**config.mk**
```make
export PLATFORM = sky130hd
export DESIGN_NAME = ccs_unit
export DESIGN_NICKNAME = d
export VERILOG_FILES = /design/src/ccs_pkg.sv /design/src/ccs_header_decode.sv /design/src/ccs_state_store.sv /design/src/ccs_unit.sv
export SDC_FILE = /design/constraint.sdc
export NUM_CORES = 1
export LEC_CHECK = 0
export BUFFER_PORTS_ARGS = -buffer_cell sky130_fd_sc_hd__buf_2
export CORE_MARGIN = 2
export CORE_UTILIZATION = 45
export DETAILED_ROUTE_END_ITERATION = 8
export PLACE_DENSITY = 0.64
export RECOVER_POWER = 25
export SLEW_MARGIN = 0
export SYNTH_ARGS = -nofsm -noshare
export SYNTH_HDL_FRONTEND = slang
export SYNTH_SLANG_ARGS = --single-unit
```
**constraint.sdc**
```tcl
create_clock -name clk -period 7.5 [get_ports clk]
set_input_delay 1.5 -clock clk [delete_from_list [all_inputs] [get_ports clk]]
set_output_delay 1.5 -clock clk [all_outputs]
set_load 0.005 [all_outputs]
```
**src/ccs_pkg.sv**
```systemverilog
// Shared constants and types of the common command and status unit
package ccs_pkg;
  typedef enum logic [4:0] {
    CMD_NONE, CMD_CLEAR_STATUS, CMD_EVENT_ENABLE, CMD_EVENT_READ,
    CMD_IDENTIFY, CMD_INDIV_STATUS, CMD_OP_COMPLETE, CMD_OPTIONS,
    CMD_POLL_ENABLE, CMD_RECALL, CMD_RESET, CMD_SAVE, CMD_SRQ_ENABLE,
    CMD_STATUS_BYTE, CMD_TRIGGER, CMD_SELFTEST, CMD_WAIT
  } cmd_t;
  typedef enum logic [1:0] {
    RSP_NUMBER, RSP_ID_STRING, RSP_OPTION_LIST
  } rsp_kind_t;
  localparam logic [7:0] HDR_MARK = 8'h2A;
  localparam logic [7:0] REG_RESET = 8'h00;
  // Event status bits
  localparam int ESR_OPC_BIT = 0;
  localparam int ESR_QUERY_ERR_BIT = 2;
  localparam int ESR_EXEC_ERR_BIT = 4;
  localparam int ESR_CMD_ERR_BIT = 5;
  // Status byte bits
  localparam int STB_ERRQ_BIT = 2;
  localparam int STB_QUES_BIT = 3;
  localparam int STB_MAV_BIT = 4;
  localparam int STB_ESB_BIT = 5;
  localparam int STB_MSS_BIT = 6;
  localparam int STB_OPER_BIT = 7;
  localparam int SETTINGS_W = 32;
  localparam int SLOT_COUNT = 10;
  localparam logic [15:0] SLOT_MAX = 16'h0009;
  localparam logic [15:0] REG_MAX = 16'h00FF;
  localparam logic [15:0] OPC_ANSWER = 16'h0001;
endpackage

```
**src/ccs_header_decode.sv**
```systemverilog
// Common command header recogniser
`timescale 1ns/100ps
module ccs_header_decode (
  input wire logic [31:0] header,
  output ccs_pkg::cmd_t cmd,
  output logic form_ok
);
  function automatic logic is_letter(input logic [7:0] c);
    return (c >= 8'h41 && c <= 8'h5A) || (c >= 8'h61 && c <= 8'h7A);
  endfunction
  function automatic logic [7:0] upper(input logic [7:0] c);
    return (c >= 8'h61) ? (c - 8'h20) : c;
  endfunction
  logic [23:0] word;
  always_comb begin
    form_ok = header[31:24] == ccs_pkg::HDR_MARK && is_letter(header[23:16])
      && is_letter(header[15:8]) && is_letter(header[7:0]);
    word = {upper(header[23:16]), upper(header[15:8]), upper(header[7:0])};
    cmd = ccs_pkg::CMD_NONE;
    if (form_ok) begin
      unique case (word)
        24'h434C53: cmd = ccs_pkg::CMD_CLEAR_STATUS;
        24'h455345: cmd = ccs_pkg::CMD_EVENT_ENABLE;
        24'h455352: cmd = ccs_pkg::CMD_EVENT_READ;
        24'h49444E: cmd = ccs_pkg::CMD_IDENTIFY;
        24'h495354: cmd = ccs_pkg::CMD_INDIV_STATUS;
        24'h4F5043: cmd = ccs_pkg::CMD_OP_COMPLETE;
        24'h4F5054: cmd = ccs_pkg::CMD_OPTIONS;
        24'h505245: cmd = ccs_pkg::CMD_POLL_ENABLE;
        24'h52434C: cmd = ccs_pkg::CMD_RECALL;
        24'h525354: cmd = ccs_pkg::CMD_RESET;
        24'h534156: cmd = ccs_pkg::CMD_SAVE;
        24'h535245: cmd = ccs_pkg::CMD_SRQ_ENABLE;
        24'h535442: cmd = ccs_pkg::CMD_STATUS_BYTE;
        24'h545247: cmd = ccs_pkg::CMD_TRIGGER;
        24'h545354: cmd = ccs_pkg::CMD_SELFTEST;
        24'h574149: cmd = ccs_pkg::CMD_WAIT;
        default: cmd = ccs_pkg::CMD_NONE;
      endcase
    end
  end
endmodule

```
**src/ccs_state_store.sv**
```systemverilog
// Ten-slot store of complete device settings
`timescale 1ns/100ps
module ccs_state_store (
  input wire logic clk,
  input wire logic reset_n,
  input wire logic save,
  input wire logic recall,
  input wire logic [3:0] slot,
  input wire logic [ccs_pkg::SETTINGS_W-1:0] settings_in,
  output logic [ccs_pkg::SETTINGS_W-1:0] settings_out,
  output logic settings_load
);
  typedef struct packed {
    logic [ccs_pkg::SLOT_COUNT-1:0][ccs_pkg::SETTINGS_W-1:0] mem;
    logic [ccs_pkg::SETTINGS_W-1:0] out;
    logic load;
  } store_t;
  store_t s_q, s_d;
  always_comb begin
    s_d = s_q;
    s_d.load = 1'b0;
    if (save) begin
      s_d.mem[slot] = settings_in;
    end
    if (recall) begin
      s_d.out = s_q.mem[slot];
      s_d.load = 1'b1;
    end
  end
  always_ff @(posedge clk or negedge reset_n) begin
    if (!reset_n) begin
      s_q <= '0;
    end else begin
      s_q <= s_d;
    end
  end
  assign settings_out = s_q.out;
  assign settings_load = s_q.load;
endmodule

```
**src/ccs_unit.sv**
```systemverilog
// Common command interpreter with status, poll and save/recall handling
`timescale 1ns/100ps
// Operation
// - Headers are asterisk plus three letters
// - Clear status empties events and error queue
// - Clear status keeps enable and transition parts
// - Event enable register 0-255, reset zero
// - Event status read returns then clears
// - Completion command sets event bit 0
// - Completion query waits, then answers 1
// - Poll enable register 0-255, reset zero
// - Individual status query returns poll flag
// - Request enable register selects service requests
// - Status byte readable by query only
// - Save stores settings into slot 0-9
// - Recall restores settings from slot 0-9
// - Reset equals system preset
// - Trigger acts only when waiting on bus
// - Self-test query answers zero when passing
// - Wait blocks until done and settled
// - Asynchronous commands may overlap later ones
// - Identification reports firmware version too
// - Option query lists options, query only
// - Only basic units; none gives default; the unit rejects any given unit as a command error
// - Unmarked commands support setting and query; clear status, save, recall, reset, trigger, wait take no query
module ccs_unit #(
  // Arbitrary value, reported in the identification answer
  parameter logic [15:0] FW_VERSION = 16'h0100
) (
  input wire logic clk,
  input wire logic reset_n,
  input wire logic cmd_valid,
  output logic cmd_ready,
  input wire logic [31:0] cmd_header,
  input wire logic cmd_query,
  input wire logic cmd_has_param,
  input wire logic [15:0] cmd_param,
  input wire logic cmd_unit_given,
  output logic rsp_valid,
  input wire logic rsp_ready,
  output ccs_pkg::rsp_kind_t rsp_kind,
  output logic [15:0] rsp_value,
  input wire logic [7:0] std_event_in,
  input wire logic ques_summary,
  input wire logic oper_summary,
  input wire logic err_queue_nonempty,
  output logic clear_event_parts,
  output logic clear_error_queue,
  input wire logic op_busy,
  input wire logic signals_settled,
  input wire logic sys_preset_req,
  output logic preset,
  input wire logic [ccs_pkg::SETTINGS_W-1:0] settings_in,
  output logic [ccs_pkg::SETTINGS_W-1:0] settings_out,
  output logic settings_load,
  input wire logic trig_waiting,
  input wire logic trig_source_bus,
  output logic trig_start,
  output logic selftest_start,
  input wire logic selftest_done,
  input wire logic [7:0] selftest_result,
  input wire logic [15:0] options_installed,
  output logic [7:0] status_byte,
  output logic srq,
  output logic ist
);
  typedef enum logic [1:0] {ST_IDLE, ST_BLOCK, ST_TEST, ST_ANSWER} state_t;
  typedef struct packed {
    state_t st;
    logic [7:0] ese;
    logic [7:0] esr;
    logic [7:0] ppe;
    logic [7:0] sre;
    // Completion command waits here until overlapped work drains
    logic opc_armed;
    logic blk_answer;
    ccs_pkg::rsp_kind_t kind;
    logic [15:0] value;
    logic clr_events;
    logic clr_errq;
    logic preset;
    logic trig;
    logic test_start;
    logic save;
    logic recall;
    logic [3:0] slot;
  } unit_t;

  unit_t u_q, u_d;
  ccs_pkg::cmd_t cmd;
  logic form_ok;
  logic [7:0] stb;
  logic ist_flag;
  logic accept;
  logic q_ok;
  logic s_ok;
  logic need_param;
  logic [7:0] errs;

  // Commands that may be sent as a query
  function automatic logic query_allowed(input ccs_pkg::cmd_t c);
    unique case (c)
      ccs_pkg::CMD_EVENT_ENABLE, ccs_pkg::CMD_EVENT_READ,
      ccs_pkg::CMD_IDENTIFY, ccs_pkg::CMD_INDIV_STATUS,
      ccs_pkg::CMD_OP_COMPLETE, ccs_pkg::CMD_OPTIONS,
      ccs_pkg::CMD_POLL_ENABLE, ccs_pkg::CMD_SRQ_ENABLE,
      ccs_pkg::CMD_STATUS_BYTE, ccs_pkg::CMD_SELFTEST: return 1'b1;
      default: return 1'b0;
    endcase
  endfunction

  // Commands that may be sent as a setting or event
  function automatic logic setting_allowed(input ccs_pkg::cmd_t c);
    unique case (c)
      ccs_pkg::CMD_NONE, ccs_pkg::CMD_EVENT_READ,
      ccs_pkg::CMD_IDENTIFY, ccs_pkg::CMD_INDIV_STATUS,
      ccs_pkg::CMD_OPTIONS, ccs_pkg::CMD_STATUS_BYTE,
      ccs_pkg::CMD_SELFTEST: return 1'b0;
      default: return 1'b1;
    endcase
  endfunction

  function automatic logic param_needed(input ccs_pkg::cmd_t c);
    unique case (c)
      ccs_pkg::CMD_EVENT_ENABLE, ccs_pkg::CMD_POLL_ENABLE,
      ccs_pkg::CMD_SRQ_ENABLE, ccs_pkg::CMD_RECALL,
      ccs_pkg::CMD_SAVE: return 1'b1;
      default: return 1'b0;
    endcase
  endfunction

  ccs_header_decode decode (
    .header(cmd_header),
    .cmd(cmd),
    .form_ok(form_ok)
  );

  // Save and recall reach the store one cycle after the command is taken
  ccs_state_store store (
    .clk(clk),
    .reset_n(reset_n),
    .save(u_q.save),
    .recall(u_q.recall),
    .slot(u_q.slot),
    .settings_in(settings_in),
    .settings_out(settings_out),
    .settings_load(settings_load)
  );

  // Status byte is derived, so clearing its sources clears it
  always_comb begin
    stb = 8'h00;
    stb[ccs_pkg::STB_ERRQ_BIT] = err_queue_nonempty;
    stb[ccs_pkg::STB_QUES_BIT] = ques_summary;
    stb[ccs_pkg::STB_MAV_BIT] = u_q.st == ST_ANSWER;
    stb[ccs_pkg::STB_ESB_BIT] = |(u_q.esr & u_q.ese);
    stb[ccs_pkg::STB_OPER_BIT] = oper_summary;
    stb[ccs_pkg::STB_MSS_BIT] = |(stb & u_q.sre);
    ist_flag = |(stb & u_q.ppe);
  end

  assign cmd_ready = u_q.st == ST_IDLE;
  assign accept = cmd_valid && cmd_ready;
  assign q_ok = query_allowed(cmd);
  assign s_ok = setting_allowed(cmd);
  assign need_param = param_needed(cmd);

  always_comb begin
    u_d = u_q;
    u_d.clr_events = 1'b0;
    u_d.clr_errq = 1'b0;
    u_d.preset = sys_preset_req;
    u_d.trig = 1'b0;
    u_d.test_start = 1'b0;
    u_d.save = 1'b0;
    u_d.recall = 1'b0;
    errs = std_event_in;
    // Completion bit waits for overlapped work started earlier
    if (u_q.opc_armed && !op_busy) begin
      errs[ccs_pkg::ESR_OPC_BIT] = 1'b1;
      u_d.opc_armed = 1'b0;
    end
    unique case (u_q.st)
      ST_IDLE: begin
        if (accept) begin
          if (!form_ok || cmd == ccs_pkg::CMD_NONE || cmd_unit_given) begin
            // Common commands carry no unit at all
            errs[ccs_pkg::ESR_CMD_ERR_BIT] = 1'b1;
          end else if (cmd_query && !q_ok) begin
            errs[ccs_pkg::ESR_CMD_ERR_BIT] = 1'b1;
          end else if (!cmd_query && (!s_ok || (need_param && !cmd_has_param))) begin
            errs[ccs_pkg::ESR_CMD_ERR_BIT] = 1'b1;
          end else if (!cmd_query && need_param && cmd_param > ccs_pkg::REG_MAX) begin
            errs[ccs_pkg::ESR_EXEC_ERR_BIT] = 1'b1;
          end else begin
            u_d.kind = ccs_pkg::RSP_NUMBER;
            u_d.value = 16'h0000;
            if (cmd_query) begin
              u_d.st = ST_ANSWER;
            end
            unique case (cmd)
              ccs_pkg::CMD_CLEAR_STATUS: begin
                // Enable masks are left alone on purpose
                u_d.esr = 8'h00;
                u_d.opc_armed = 1'b0;
                u_d.clr_events = 1'b1;
                u_d.clr_errq = 1'b1;
              end
              ccs_pkg::CMD_EVENT_ENABLE: begin
                if (cmd_query) begin
                  u_d.value = {8'h00, u_q.ese};
                end else begin
                  u_d.ese = cmd_param[7:0];
                end
              end
              ccs_pkg::CMD_EVENT_READ: begin
                u_d.value = {8'h00, u_q.esr};
                u_d.esr = 8'h00;
              end
              ccs_pkg::CMD_IDENTIFY: begin
                u_d.kind = ccs_pkg::RSP_ID_STRING;
                u_d.value = FW_VERSION;
              end
              ccs_pkg::CMD_INDIV_STATUS: begin
                u_d.value = {15'h0000, ist_flag};
              end
              ccs_pkg::CMD_OP_COMPLETE: begin
                if (cmd_query) begin
                  u_d.st = ST_BLOCK;
                  u_d.blk_answer = 1'b1;
                end else begin
                  u_d.opc_armed = 1'b1;
                end
              end
              ccs_pkg::CMD_OPTIONS: begin
                u_d.kind = ccs_pkg::RSP_OPTION_LIST;
                u_d.value = options_installed;
              end
              ccs_pkg::CMD_POLL_ENABLE: begin
                if (cmd_query) begin
                  u_d.value = {8'h00, u_q.ppe};
                end else begin
                  u_d.ppe = cmd_param[7:0];
                end
              end
              ccs_pkg::CMD_SRQ_ENABLE: begin
                if (cmd_query) begin
                  u_d.value = {8'h00, u_q.sre};
                end else begin
                  u_d.sre = cmd_param[7:0];
                end
              end
              ccs_pkg::CMD_RECALL, ccs_pkg::CMD_SAVE: begin
                if (cmd_param > ccs_pkg::SLOT_MAX) begin
                  errs[ccs_pkg::ESR_EXEC_ERR_BIT] = 1'b1;
                end else begin
                  u_d.slot = cmd_param[3:0];
                  u_d.save = cmd == ccs_pkg::CMD_SAVE;
                  u_d.recall = cmd == ccs_pkg::CMD_RECALL;
                end
              end
              ccs_pkg::CMD_RESET: begin
                u_d.preset = 1'b1;
              end
              ccs_pkg::CMD_STATUS_BYTE: begin
                u_d.value = {8'h00, stb};
              end
              ccs_pkg::CMD_TRIGGER: begin
                u_d.trig = trig_waiting && trig_source_bus;
              end
              ccs_pkg::CMD_SELFTEST: begin
                u_d.test_start = 1'b1;
                u_d.st = ST_TEST;
              end
              ccs_pkg::CMD_WAIT: begin
                u_d.st = ST_BLOCK;
                u_d.blk_answer = 1'b0;
              end
              default: begin
                u_d.st = ST_IDLE;
              end
            endcase
          end
        end
      end
      ST_BLOCK: begin
        // Overlapped commands are waited for here and by the armed completion bit
        if (!op_busy && signals_settled) begin
          if (u_q.blk_answer) begin
            u_d.value = ccs_pkg::OPC_ANSWER;
            u_d.st = ST_ANSWER;
          end else begin
            u_d.st = ST_IDLE;
          end
        end
      end
      ST_TEST: begin
        // No timeout: a back end that never finishes holds the unit here
        if (selftest_done) begin
          u_d.value = {8'h00, selftest_result};
          u_d.st = ST_ANSWER;
        end
      end
      ST_ANSWER: begin
        // Message-available bit follows this state until the answer is taken
        if (rsp_ready) begin
          u_d.st = ST_IDLE;
        end
      end
    endcase
    // New events win over a clear in the same cycle
    u_d.esr = u_d.esr | errs;
  end

  always_ff @(posedge clk or negedge reset_n) begin
    if (!reset_n) begin
      u_q <= '0;
      u_q.st <= ST_IDLE;
      // Enables come up zero, so no service request can follow reset
      u_q.ese <= ccs_pkg::REG_RESET;
      u_q.ppe <= ccs_pkg::REG_RESET;
      u_q.sre <= ccs_pkg::REG_RESET;
      u_q.kind <= ccs_pkg::RSP_NUMBER;
    end else begin
      u_q <= u_d;
    end
  end

  assign rsp_valid = u_q.st == ST_ANSWER;
  assign rsp_kind = u_q.kind;
  assign rsp_value = u_q.value;
  assign clear_event_parts = u_q.clr_events;
  assign clear_error_queue = u_q.clr_errq;
  assign preset = u_q.preset;
  assign trig_start = u_q.trig;
  assign selftest_start = u_q.test_start;
  assign status_byte = stb;
  assign srq = stb[ccs_pkg::STB_MSS_BIT];
  assign ist = ist_flag;
endmodule

```
==> metrics.md, run 1 <==
| Metric | Value |
|---|---|
| Pwr Density | 209 nW/µm² |
| Worst Path Arrival | 6320 ps |
| Synth unique cells | 92 |
| Lkg Pwr | 10.6 nW |
| CTS max path bufs | 3 |
| H-tree Lvls | 2 |
| IO Count | 196 |
| Number of synthesized flops with an enable pin | 0 |
| Post-synth top flop | dfrtp_1 |
| Tmin final | 5860 ps |
| Async SR Flop Fraction | 1.00 |
| Syn avg cell area | 13.0 µm² |
| TritonCTS clock tree | built |
| RSZ-0062 raised after global routing | false |
| Drt total wl | 54,100 µm |
| Worst setup SP type | input port |
| Seq/Total Area, Yosys | 0.494 |
| Largest cells by area after synthesis | dfrtp_1 (49%), mux2_2 (21%), mux4_2 (6.8%), buf_4 (2.2%), a22oi_1 (1.5%) |
| Status | finished with violations |
| Cell count after synthesis | 1,624 |
| Clk_lat worst skew | 590 ps |
| CTS root buf | clkbuf_16 |
| Worst path cell trace | buf_2 -> inv_1 -> ha_1 -> and4b_1 -> o31ai_2 -> nor3_1 -> o21ai_0 -> nand3_1 -> mux2i_1 -> o31a_1 -> o211a_1 -> nor2b_1 -> nand4_4 -> mux2_2 |
| Worst Path Buf+Inv | 2 |
| Chip height | 221 µm |
| Layout area overhead | 12.1% |
| Worst Setup End Kind | flop |
| Layout cells sized above 1 | 0.460 |
| Cts hold-fix bufs | 0 |
| Share of the synthesized area in the top cell type | 0.494 |
| Sink Count | 417 |
| Post-CTS setup repair buffer count | 0 |
| Final setup fails | 0 |
| Max-Slew Margin vs Limit | -1.40 |
| Overall fraction of global-route tracks in use | 0.224 |
| Failing checks | max-capacitance violations, max-slew violations |
| WHS | 499 ps |
| PortBufs | 193 |
| Site row count | 79 |
| Vias post-DR | 14,000 |
| Clock-pin slew on the worst setup and hold paths | 60 ps |
| Worst setup margin | 1640 ps |
| Starting Density | 0.454 |
| Avg WL per Cell | 23.1 µm |
| DRC | 0 |
| Fin nets | 1,837 |
| First-pass GRT wire length | 83,900 µm |
| DR iter-0 viols | 1,067 |
| Req. time, crit path | 7960 ps |
| Overall power | 4.93 mW |
| DP HPWL | 33,800 µm |
| Hold WC Path Type | reg -> reg |
| Final period util | 0.781 |
| YS warnings | 0 |
| Die width | 221 µm |
| Most frequent cells in the layout | dfrtp_1 (414), mux2_2 (397), buf_2 (192), mux4_2 (64), nor2_1 (61) |
| Synth Register Bits | 417 |
| Max cap viols | 6 |
| DIE AREA | 48,700 µm² |
| RePlAce Congestion | 0.905 |
| CP Max Fanout | 11 |
| Critical path's top delay family | simple AND/OR/NAND/NOR gates |
| Commonest non-fill, non-tap cell in the layout | dfrtp_1 |
| Worst IR Drop VDD | 0.000204 V |
| WS Path Type | in -> reg |
| Worst Tran Pin Value | 3600 ps |
| Gr ovfl total | 0 |
| Slew Viols, Final | 362 |
| Maximum clock rate | 171 MHz |
| Setup TNS | 0 ps |
| Initial antenna violation count | 4 |
| Worst path max stage delay | 860 ps |
| Via-to-Cell Ratio | 5.98 |
| Routed Antenna Nets | 0 |
| Netlist Area Pre-Place | 21,100 µm² |
| Leading area contributor after synthesis | dfrtp_1 |
| Core ar. | 46,500 µm² |
| Pre-Repair DR Iteration Count | 5 |
| Place WS | 1130 ps |
| Clock Skew | 44.1 ps |
| Final Hold Viols | 0 |
| Post-cts sizing count | 0 |
| Number of global-route vias before repair | 14,300 |
| Crit path max-delay cell type | o21ai_0 |
| CTS Buf Count | 47 |
| Largest net degree at the start of global routing | 148 |
## state kept, by name, indices dropped and copies added, names as in the netlist
register             flops
rsp_value               16
preset                   1
u_q                     42
rsp_kind                 2
clear_error_queue        1
store.settings_load      1
store.s_q              320
store.settings_out      32
trig_start               1
selftest_start           1
## synth_stat cells (6+ instances only)
library cell,n
a222oi_1,7
nor4_1,9
dfrtp_1,417
o21ai_0,15
or3_1,6
mux4_2,64
o31ai_1,7
nor2_1,62
nor3b_1,11
mux2i_1,11
o32ai_1,10
nand2b_1,7
nand3_1,17
a22oi_1,43
buf_2,12
buf_1,56
nor3_1,24
buf_4,63
clkbuf_1,58
nand2_1,52
inv_1,19
a21o_1,7
a2bb2oi_1,31
mux2_2,397
a21boi_0,7
a21oi_1,53
ha_1,10
nand4_1,16
## cell families (layout without fill, tap and decap cells)
kind of cell / Yosys count / after routing / share of synthesized area
buffers and inverters: 211 / 322 / 0.0501
AOI/OAI and AO/OA: 241 / 241 / 0.0868
and+or+nand+nor: 272 / 272 / 0.0774
adders and majority gates: 10 / 10 / 0.00593
other: 1 / 3 / 0.000178
DFF: 417 / 417 / 0.494
muxes: 472 / 472 / 0.285
## through the flow
| stage | instance area [µm²] | std cells | utilization |
|---|---|---|---|
| 2_1_floorplan | 21100 | 1625 | - |
| 3_3_place_gp | 22100 | 2257 | 0.476 |
| 3_5_place_dp | 22100 | 2257 | 0.476 |
| 4_1_cts | 23700 | 2343 | 0.511 |
| 5_1_grt | 23700 | 2343 | 0.509 |
| 6_report | 23700 | 2344 | 0.509 |
## layer usage
layer  global-route usage  wire, µm
met2                0.365     26100
met3               0.0438      2750
met5                    0        43
met4               0.0671      1370
met1                0.304     23900
## where the power goes
| part | total [mW] | switching [mW] | leakage [nW] | internal, mW |
|---|---|---|---|---|
| logic | 0.281 | 0.162 | 4.41 | 0.120 |
| registers | 2.32 | 0.0217 | 5.40 | 2.30 |
| clock network | 2.34 | 0.949 | 0.792 | 1.39 |
## area by class of cell
cell class,instances,area (µm²)
fillers,4020,22800
inverters,20,75.1
flip-flops and latches,417,10400
clock buffers,69,1420
well taps,607,759
multi-input cells,997,9640
clock inverters,17,183
repair buffers,216,1130
diodes,1,2.50
## worst paths after layout
kind	cells after the start	end	slack, ps	from
max reg2reg	4	store.s_q[164]	2470	u_q[2]
min	1	store.s_q[113]	500	store.s_q[113]
max in group asynchronous	2	store.s_q[265]	2550	reset_n
max	14	u_q[32]	1640	cmd_header[5]
min reg2reg	1	store.s_q[113]	500	store.s_q[113]
min in group asynchronous	1	trig_start	950	reset_n
No activity file was read; power rests on OpenSTA's default activity.
==> inputs of run 2 (changes only) <==
--- a/config.mk
+++ b/config.mk
@@ -9,7 +9,7 @@
 export CORE_MARGIN = 2
 export CORE_UTILIZATION = 45
 export DETAILED_ROUTE_END_ITERATION = 8
-export PLACE_DENSITY = 0.64
+export PLACE_DENSITY = 0.67
 export RECOVER_POWER = 25
 export SLEW_MARGIN = 0
 export SYNTH_ARGS = -nofsm -noshare
==> constraint.sdc (replaced) <==
create_clock -name clk -period 4.98 [get_ports clk]
set_input_delay 0.996 -clock clk [delete_from_list [all_inputs] [get_ports clk]]
set_output_delay 0.996 -clock clk [all_outputs]
set_load 0.005 [all_outputs]
==> run 2 against run 1 <==
Against the previous run:
- the flow still finishes with violations (max-capacitance violations, max-slew violations)
- combinational power rose by 57%
- global-route usage up 0.48 points
- sequential cell count unchanged
- cell count is 2.1% higher
- clock-buffer cell count shrank 6
- cell area grew 1.9%
- clock power grew 54%
- register-to-register slack got worse by 630 ps
- core utilization increased by 0.96 points
- die area did not move
- critical path type unchanged
- critical endpoint is now rsp_value[8]
==> metrics.md, run 2 (synthesized netlist as in run 1, its figures left out) <==
| Metric | Value |
|---|---|
| Overall power | 7.54 mW (was 4.93 mW) |
| Core ar. | 46,500 µm² (unchanged) |
| Fin nets | 1,887 (was 1,837) |
| First-pass GRT wire length | 86,000 µm (was 83,900 µm) |
| Commonest non-fill, non-tap cell in the layout | dfrtp_1 (unchanged) |
| RePlAce Congestion | 0.908 (was 0.905) |
| PortBufs | 193 (unchanged) |
| FF-to-FF End | store.s_q[281] (was store.s_q[164]) |
| Met1 Track Usage GR | 0.310 (was 0.304) |
| Grt met2 use | 0.375 (was 0.365) |
| Chip height | 221 µm (unchanged) |
| Worst IR Drop VDD | 0.000286 V (was 0.000204 V) |
| Cts hold-fix bufs | 0 (unchanged) |
| Maximum clock rate | 219 MHz |
| Max-Slew Margin vs Limit | -0.866 (was -1.40) |
| IO Count | 196 (unchanged) |
| Most frequent cells in the layout | dfrtp_1 (415), mux2_2 (397), buf_2 (192), buf_4 (70), mux4_2 (64) (was dfrtp_1 (414), mux2_2 (397), buf_2 (192), mux4_2 (64), nor2_1 (61)) |
| Max cap viols | 1 (was 6) |
| Worst Hold End | rsp_kind[0] (was store.s_q[113]) |
| DP HPWL | 35,700 µm (was 33,800 µm) |
| Req. time, crit path | 5490 ps (was 7960 ps) |
| Pwr Density | 313 nW/µm² (was 209 nW/µm²) |
| Number of global-route vias before repair | 14,800 (was 14,300) |
| TritonCTS clock tree | built (unchanged) |
| Starting Density | 0.454 (unchanged) |
| Overall fraction of global-route tracks in use | 0.228 (was 0.224) |
| CTS max path bufs | 3 (unchanged) |
| CP Max Fanout | 21 (was 11) |
| Vias post-DR | 14,200 (was 14,000) |
| DR iter-0 viols | 1,071 (was 1,067) |
| Register Area | 10,400 µm² (about the same) |
| CTS root buf | clkbuf_16 (unchanged) |
| CTS Buf Count | 46 (was 47) |
| Worst setup SP type | input port (unchanged) |
| Sink Count | 417 (unchanged) |
| Clk_lat worst skew | 590 ps (about the same) |
| Worst r2r src | u_q[1] (was u_q[2]) |
| Routed Antenna Nets | 0 (unchanged) |
| DRC | 0 (unchanged) |
| Lkg Pwr | 10.9 nW (was 10.6 nW) |
| Status | finished with violations (unchanged) |
| Clock-pin slew on the worst setup and hold paths | 50 ps (was 60 ps) |
| Final setup fails | 0 (unchanged) |
| Gr ovfl total | 0 (unchanged) |
| Site row count | 79 (unchanged) |
| Met3 GRT Util | 0.0452 (was 0.0438) |
| Final Hold Viols | 0 (unchanged) |
| Fill cells | 3,989 (was 4,020) |
| Max FFs per register | 320 (unchanged) |
| WS Path Type | in -> reg (unchanged) |
| Hold WC Path Type | reg -> reg (unchanged) |
| H-tree Lvls | 2 (unchanged) |
| Largest reg by FF count | store.s_q (unchanged) |
| Worst hold stages | 1 (unchanged) |
| Drt total wl | 54,900 µm (was 54,100 µm) |
| Layout cells sized above 1 | 0.478 (was 0.460) |
| Initial antenna violation count | 9 (was 4) |
| Via-to-Cell Ratio | 5.94 (was 5.98) |
| Post-CTS setup repair buffer count | 0 (unchanged) |
| Avg WL per Cell | 23.0 µm (was 23.1 µm) |
| GR peak layer | met2 (unchanged) |
| Reg2reg setup slack | 1840 ps (was 2470 ps) |
| Clock Skew | 35.0 ps (was 44.1 ps) |
| Slew Viols, Final | 110 (was 362) |
| Worst Setup End Kind | flop (unchanged) |
| Final period util | 0.917 |
| Reg2Reg Depth | 5 (was 4) |
| Largest net degree at the start of global routing | 111 (was 148) |
| Failing checks | max-capacitance violations, max-slew violations (unchanged) |
| Hold path start | rsp_kind[0] (was store.s_q[113]) |
| Worst Path Arrival | 5080 ps (was 6320 ps) |
| DIE AREA | 48,700 µm² (unchanged) |
| Worst Tran Pin Value | 2800 ps (was 3600 ps) |
| Setup TNS | 0 ps (unchanged) |
| Pre-Repair DR Iteration Count | 6 (was 5) |
| Area taken by multi-input logic gates | 9670 µm² (was 9640 µm²) |
| Layout area overhead | 14.2% (was 12.1%) |
| Tmin final | 4570 ps |
| Die width | 221 µm (unchanged) |
-- run 2: cell count changes in the layout (fill, tap and decap cells not counted), moves of 3 or more --
cell,before,now
clkbuf_1,12,8
bufinv_16,2,7
clkinv_2,10,7
buf_4,17,70
diode_2,1,4
clkbuf_8,14,9
-- run 2: final cells by class --
cell class | instances | share of cell area
clock buffers | 63 | 0.0541
inverters | 20 | 0.00311
clock inverters | 18 | 0.0125
multi-input cells | 997 | 0.401
flip-flops and latches | 417 | 0.433
repair buffers | 267 | 0.0641
well taps | 607 | 0.0315
diodes | 4 | 0.000415
-- run 2: per-layer routing --
metal  wire, µm  part of all wire  vias up
met4       1230             0.022       10
met1      24300              0.44     7473
met3       2770             0.050       86
li1           -                 -     6291
met5         61            0.0011        -
met2      26500              0.48      353
-- run 2: worst max-delay path, cell delays in order --
cell	delay (ps)
buf_2	110
inv_1	70
ha_1	320
nor4b_2	340
o31ai_2	190
nor4_1	590
buf_4	220
a221oi_1	60
and3_1	280
a221o_1	320
o21ai_2	140
buf_4	120
o211ai_1	140
or2_4	270
buf_4	210
a2111oi_0	460
mux2_2	240
-- run 2: through the flow --
stage / instance area (µm²) / cells / util / setup WS [ps] / hold slack [ps]
2_1_floorplan: 21100 / 1625 / - / 530 / 352
3_3_place_gp: 22500 / 2308 / 0.484 / -175 / 468
3_5_place_dp: 22500 / 2308 / 0.484 / -298 / 487
4_1_cts: 24100 / 2389 / 0.519 / 298 / 500
5_1_grt: 24100 / 2390 / 0.519 / -8.50 / 511
6_report: 24100 / 2393 / 0.519 / 414 / 497
-- run 2: how the worst max path moves through the flow --
stage / start / to / slack (ps) / cells past startpoint
after floorplan: cmd_header[5] / u_q[47] / 530 / 15
after global placement: cmd_header[21] / u_q[41] / -180 / 15
after detailed placement: cmd_header[21] / u_q[32] / -300 / 15
after CTS: cmd_header[21] / u_q[32] / 300 / 15
after global routing: cmd_header[21] / rsp_value[8] / -8 / 17
final: cmd_header[21] / rsp_value[8] / 410 / 17
-- run 2: timing repair --
action	4_1_cts	5_1_grt
resized for setup	0	2
hold endpoints to repair	0	0
endpoints found under the setup margin	0	40
-- run 2: power by group --
part / switching, mW / total [mW] / internal (mW)
registers: 0.0334 / 3.49 / 3.46
logic: 0.249 / 0.440 / 0.191
clock network: 1.41 / 3.60 / 2.20
total: 1.69 / 7.54 / 5.85
==> inputs of run 3 (changes only) <==
--- a/config.mk
+++ b/config.mk
@@ -6,7 +6,6 @@
 export NUM_CORES = 1
 export LEC_CHECK = 0
 export BUFFER_PORTS_ARGS = -buffer_cell sky130_fd_sc_hd__buf_2
-export CORE_MARGIN = 2
 export CORE_UTILIZATION = 45
 export DETAILED_ROUTE_END_ITERATION = 8
 export PLACE_DENSITY = 0.67
==> run 3 against run 2 <==
Against the previous run:
- the run still ends with max-capacitance violations, max-slew violations left
- combinational power hardly changed
- critical endpoint is now u_q[37]
- total power down 0.83%
- first-iteration DRC count is 16% lower
- die area down 1.8%
- critical path depth fell by 3
- via count down 1.9%
==> metrics.md, run 3 (synthesized netlist as in run 1, its figures left out) <==
| Metric | Value |
|---|---|
| Vias post-DR | 13,900 (was 14,200) |
| Lkg Pwr | 10.9 nW (about the same) |
| Fill cells | 3,954 (was 3,989) |
| WS Path Type | in -> reg (unchanged) |
| PortBufs | 193 (unchanged) |
| Reg2Reg Depth | 4 (was 5) |
| Most frequent cells in the layout | dfrtp_1 (414), mux2_2 (397), buf_2 (192), buf_4 (71), mux4_2 (64) (was dfrtp_1 (415), mux2_2 (397), buf_2 (192), buf_4 (70), mux4_2 (64)) |
| Overall fraction of global-route tracks in use | 0.221 (was 0.228) |
| Status | finished with violations (unchanged) |
| IO Count | 196 (unchanged) |
| Area taken by multi-input logic gates | 9660 µm² (was 9670 µm²) |
| Cts hold-fix bufs | 0 (unchanged) |
| Inst Count DP | 2,304 (was 2,308) |
| DR iter-0 viols | 904 (was 1,071) |
| H-tree Lvls | 2 (unchanged) |
| Clock Skew | 25.4 ps (was 35.0 ps) |
| Post-Route Utilization | 0.526 (was 0.519) |
| Largest net degree at the start of global routing | 119 (was 111) |
| Site row count | 78 (was 79) |
| Commonest non-fill, non-tap cell in the layout | dfrtp_1 (unchanged) |
| Chip height | 219 µm (was 221 µm) |
| Worst Setup End Kind | flop (unchanged) |
| Pre-Repair DR Iteration Count | 6 (unchanged) |
| Via-to-Cell Ratio | 5.83 (was 5.94) |
| Post-cts sizing count | 0 (unchanged) |
| Clock-pin slew on the worst setup and hold paths | 60 ps (was 50 ps) |
| Final std cells w/o fill | 2,390 (was 2,393) |
| Max FFs per register | 320 (unchanged) |
| TritonCTS clock tree | built (unchanged) |
| Layout cells sized above 1 | 0.476 (was 0.478) |
| Number of global-route vias before repair | 14,400 (was 14,800) |
| Hold WC Path Type | reg -> reg (unchanged) |
| Worst IR Drop VDD | 0.000275 V (was 0.000286 V) |
| Failing checks | max-capacitance violations, max-slew violations (unchanged) |
| DRC | 0 (unchanged) |
| Worst Tran Pin Value | 3200 ps (was 2800 ps) |
| RSZ-0062 raised after global routing | false |
| Starting Density | 0.460 (was 0.454) |
| Fin nets | 1,890 (was 1,887) |
| Layout area overhead | 14.2% (about the same) |
| Routed Antenna Nets | 0 (unchanged) |
| Final Hold Viols | 0 (unchanged) |
| Pwr Density | 310 nW/µm² (was 313 nW/µm²) |
| Worst Path Arrival | 5060 ps (was 5080 ps) |
| Drt total wl | 51,800 µm (was 54,900 µm) |
| Register Area | 10,400 µm² (about the same) |
| Maximum clock rate | 217 MHz (was 219 MHz) |
| CTS max path bufs | 3 (unchanged) |
| Final setup fails | 0 (unchanged) |
| Core ar. | 45,900 µm² (was 46,500 µm²) |
| Sink Count | 417 (unchanged) |
| Final period util | 0.925 (was 0.917) |
| First-pass GRT wire length | 82,800 µm (was 86,000 µm) |
| RePlAce Congestion | 0.934 (was 0.908) |
| CTS Buf Count | 46 (unchanged) |
| Tmin final | 4610 ps (was 4570 ps) |
| CP Max Fanout | 8 (was 21) |
| Crit path to | u_q[37] (was rsp_value[8]) |
| Worst r2r src | u_q[0] (was u_q[1]) |
| Reg2reg setup slack | 1880 ps (was 1840 ps) |
| Max cap viols | 2 (was 1) |
| Worst setup path start | cmd_header[21] (unchanged) |
| Slew Viols, Final | 157 (was 110) |
| Worst setup SP type | input port (unchanged) |
| Clk_lat worst skew | 590 ps (about the same) |
| DIE AREA | 47,800 µm² (was 48,700 µm²) |
| Avg WL per Cell | 21.7 µm (was 23.0 µm) |
| CTS root buf | clkbuf_16 (unchanged) |
| FF-to-FF End | store.s_q[338] (was store.s_q[281]) |
| Gr ovfl total | 0 (unchanged) |
| Die width | 219 µm (was 221 µm) |
| DP HPWL | 33,800 µm (was 35,700 µm) |
| Initial antenna violation count | 5 (was 9) |
| Req. time, crit path | 5430 ps (was 5490 ps) |
| Max-Slew Margin vs Limit | -1.14 (was -0.866) |
| Largest reg by FF count | store.s_q (unchanged) |
| Post-CTS setup repair buffer count | 0 (unchanged) |
## run 3: changes by cell type in the layout (fill, tap and decap cells not counted), moves of 2 or more
cell	change
buf_12	+2
bufinv_16	-2
clkbuf_1	+5
clkbuf_8	+4
clkinv_2	-3
## run 3: worst max-delay path, cell delays in order
cell and delay [ps]:
buf_2 110, inv_1 60, ha_1 310, nor4b_2 370, o31ai_2 180, nor4_1 580
a21oi_1 160, and3_1 250, a221o_1 330, o21ai_2 150, o211a_1 210, nor2b_1 710
nand4_4 290, mux2_2 350
## run 3: where the power goes
group	internal, mW	leakage (nW)	total, mW	switching, mW
registers	3.46	5.40	3.49	0.0328
clock network	2.16	0.781	3.55	1.38
logic	0.192	4.69	0.437	0.246
## run 3: final cells by class
| cell class | instances | share of cell area |
|---|---|---|
| Timing Repair Buffer | 270 | 0.0658 |
| Tap cell | 600 | 0.0311 |
| Sequential cell | 417 | 0.433 |
| Clock inverter | 13 | 0.00924 |
| Clock buffer | 70 | 0.0569 |
| Antenna cell | 3 | 0.000311 |
| Inverter | 20 | 0.00311 |
| Multi-Input combinational cell | 997 | 0.401 |
## run 3: stage by stage
stage	power (mW)	TNS, ps	area (µm²)	worst slack, ps	hold slack [ps]
finish	7.47	0	24100	373	492
global route	7.74	0	24100	76.2	507
CTS	7.55	0	24100	441	495
detailed placement	3.99	-4520	22500	-162	482
global placement	3.98	-1030	22500	-61.6	472
floorplan	3.78	0	21100	530	352
## run 3: worst min-delay path by stage
stage / endpoint / startpoint / cells after the start / slack, ps
after floorplan: store.settings_load / u_q[4] / 0 / 350
after global routing: store.s_q[307] / store.s_q[307] / 1 / 510
after CTS: rsp_kind[0] / rsp_kind[0] / 1 / 490
final: rsp_kind[0] / rsp_kind[0] / 1 / 490
after global placement: rsp_kind[0] / rsp_kind[0] / 1 / 470
after detailed placement: rsp_kind[0] / rsp_kind[0] / 1 / 480
## run 3: routing by layer
metal / track usage / part of all wire / up-vias
li1: - / - / 6297
met4: 0.0713 / 0.024 / 4
met1: 0.309 / 0.45 / 7259
met5: 0 / 0.00052 / -
met3: 0.0337 / 0.042 / 84
met2: 0.354 / 0.48 / 301
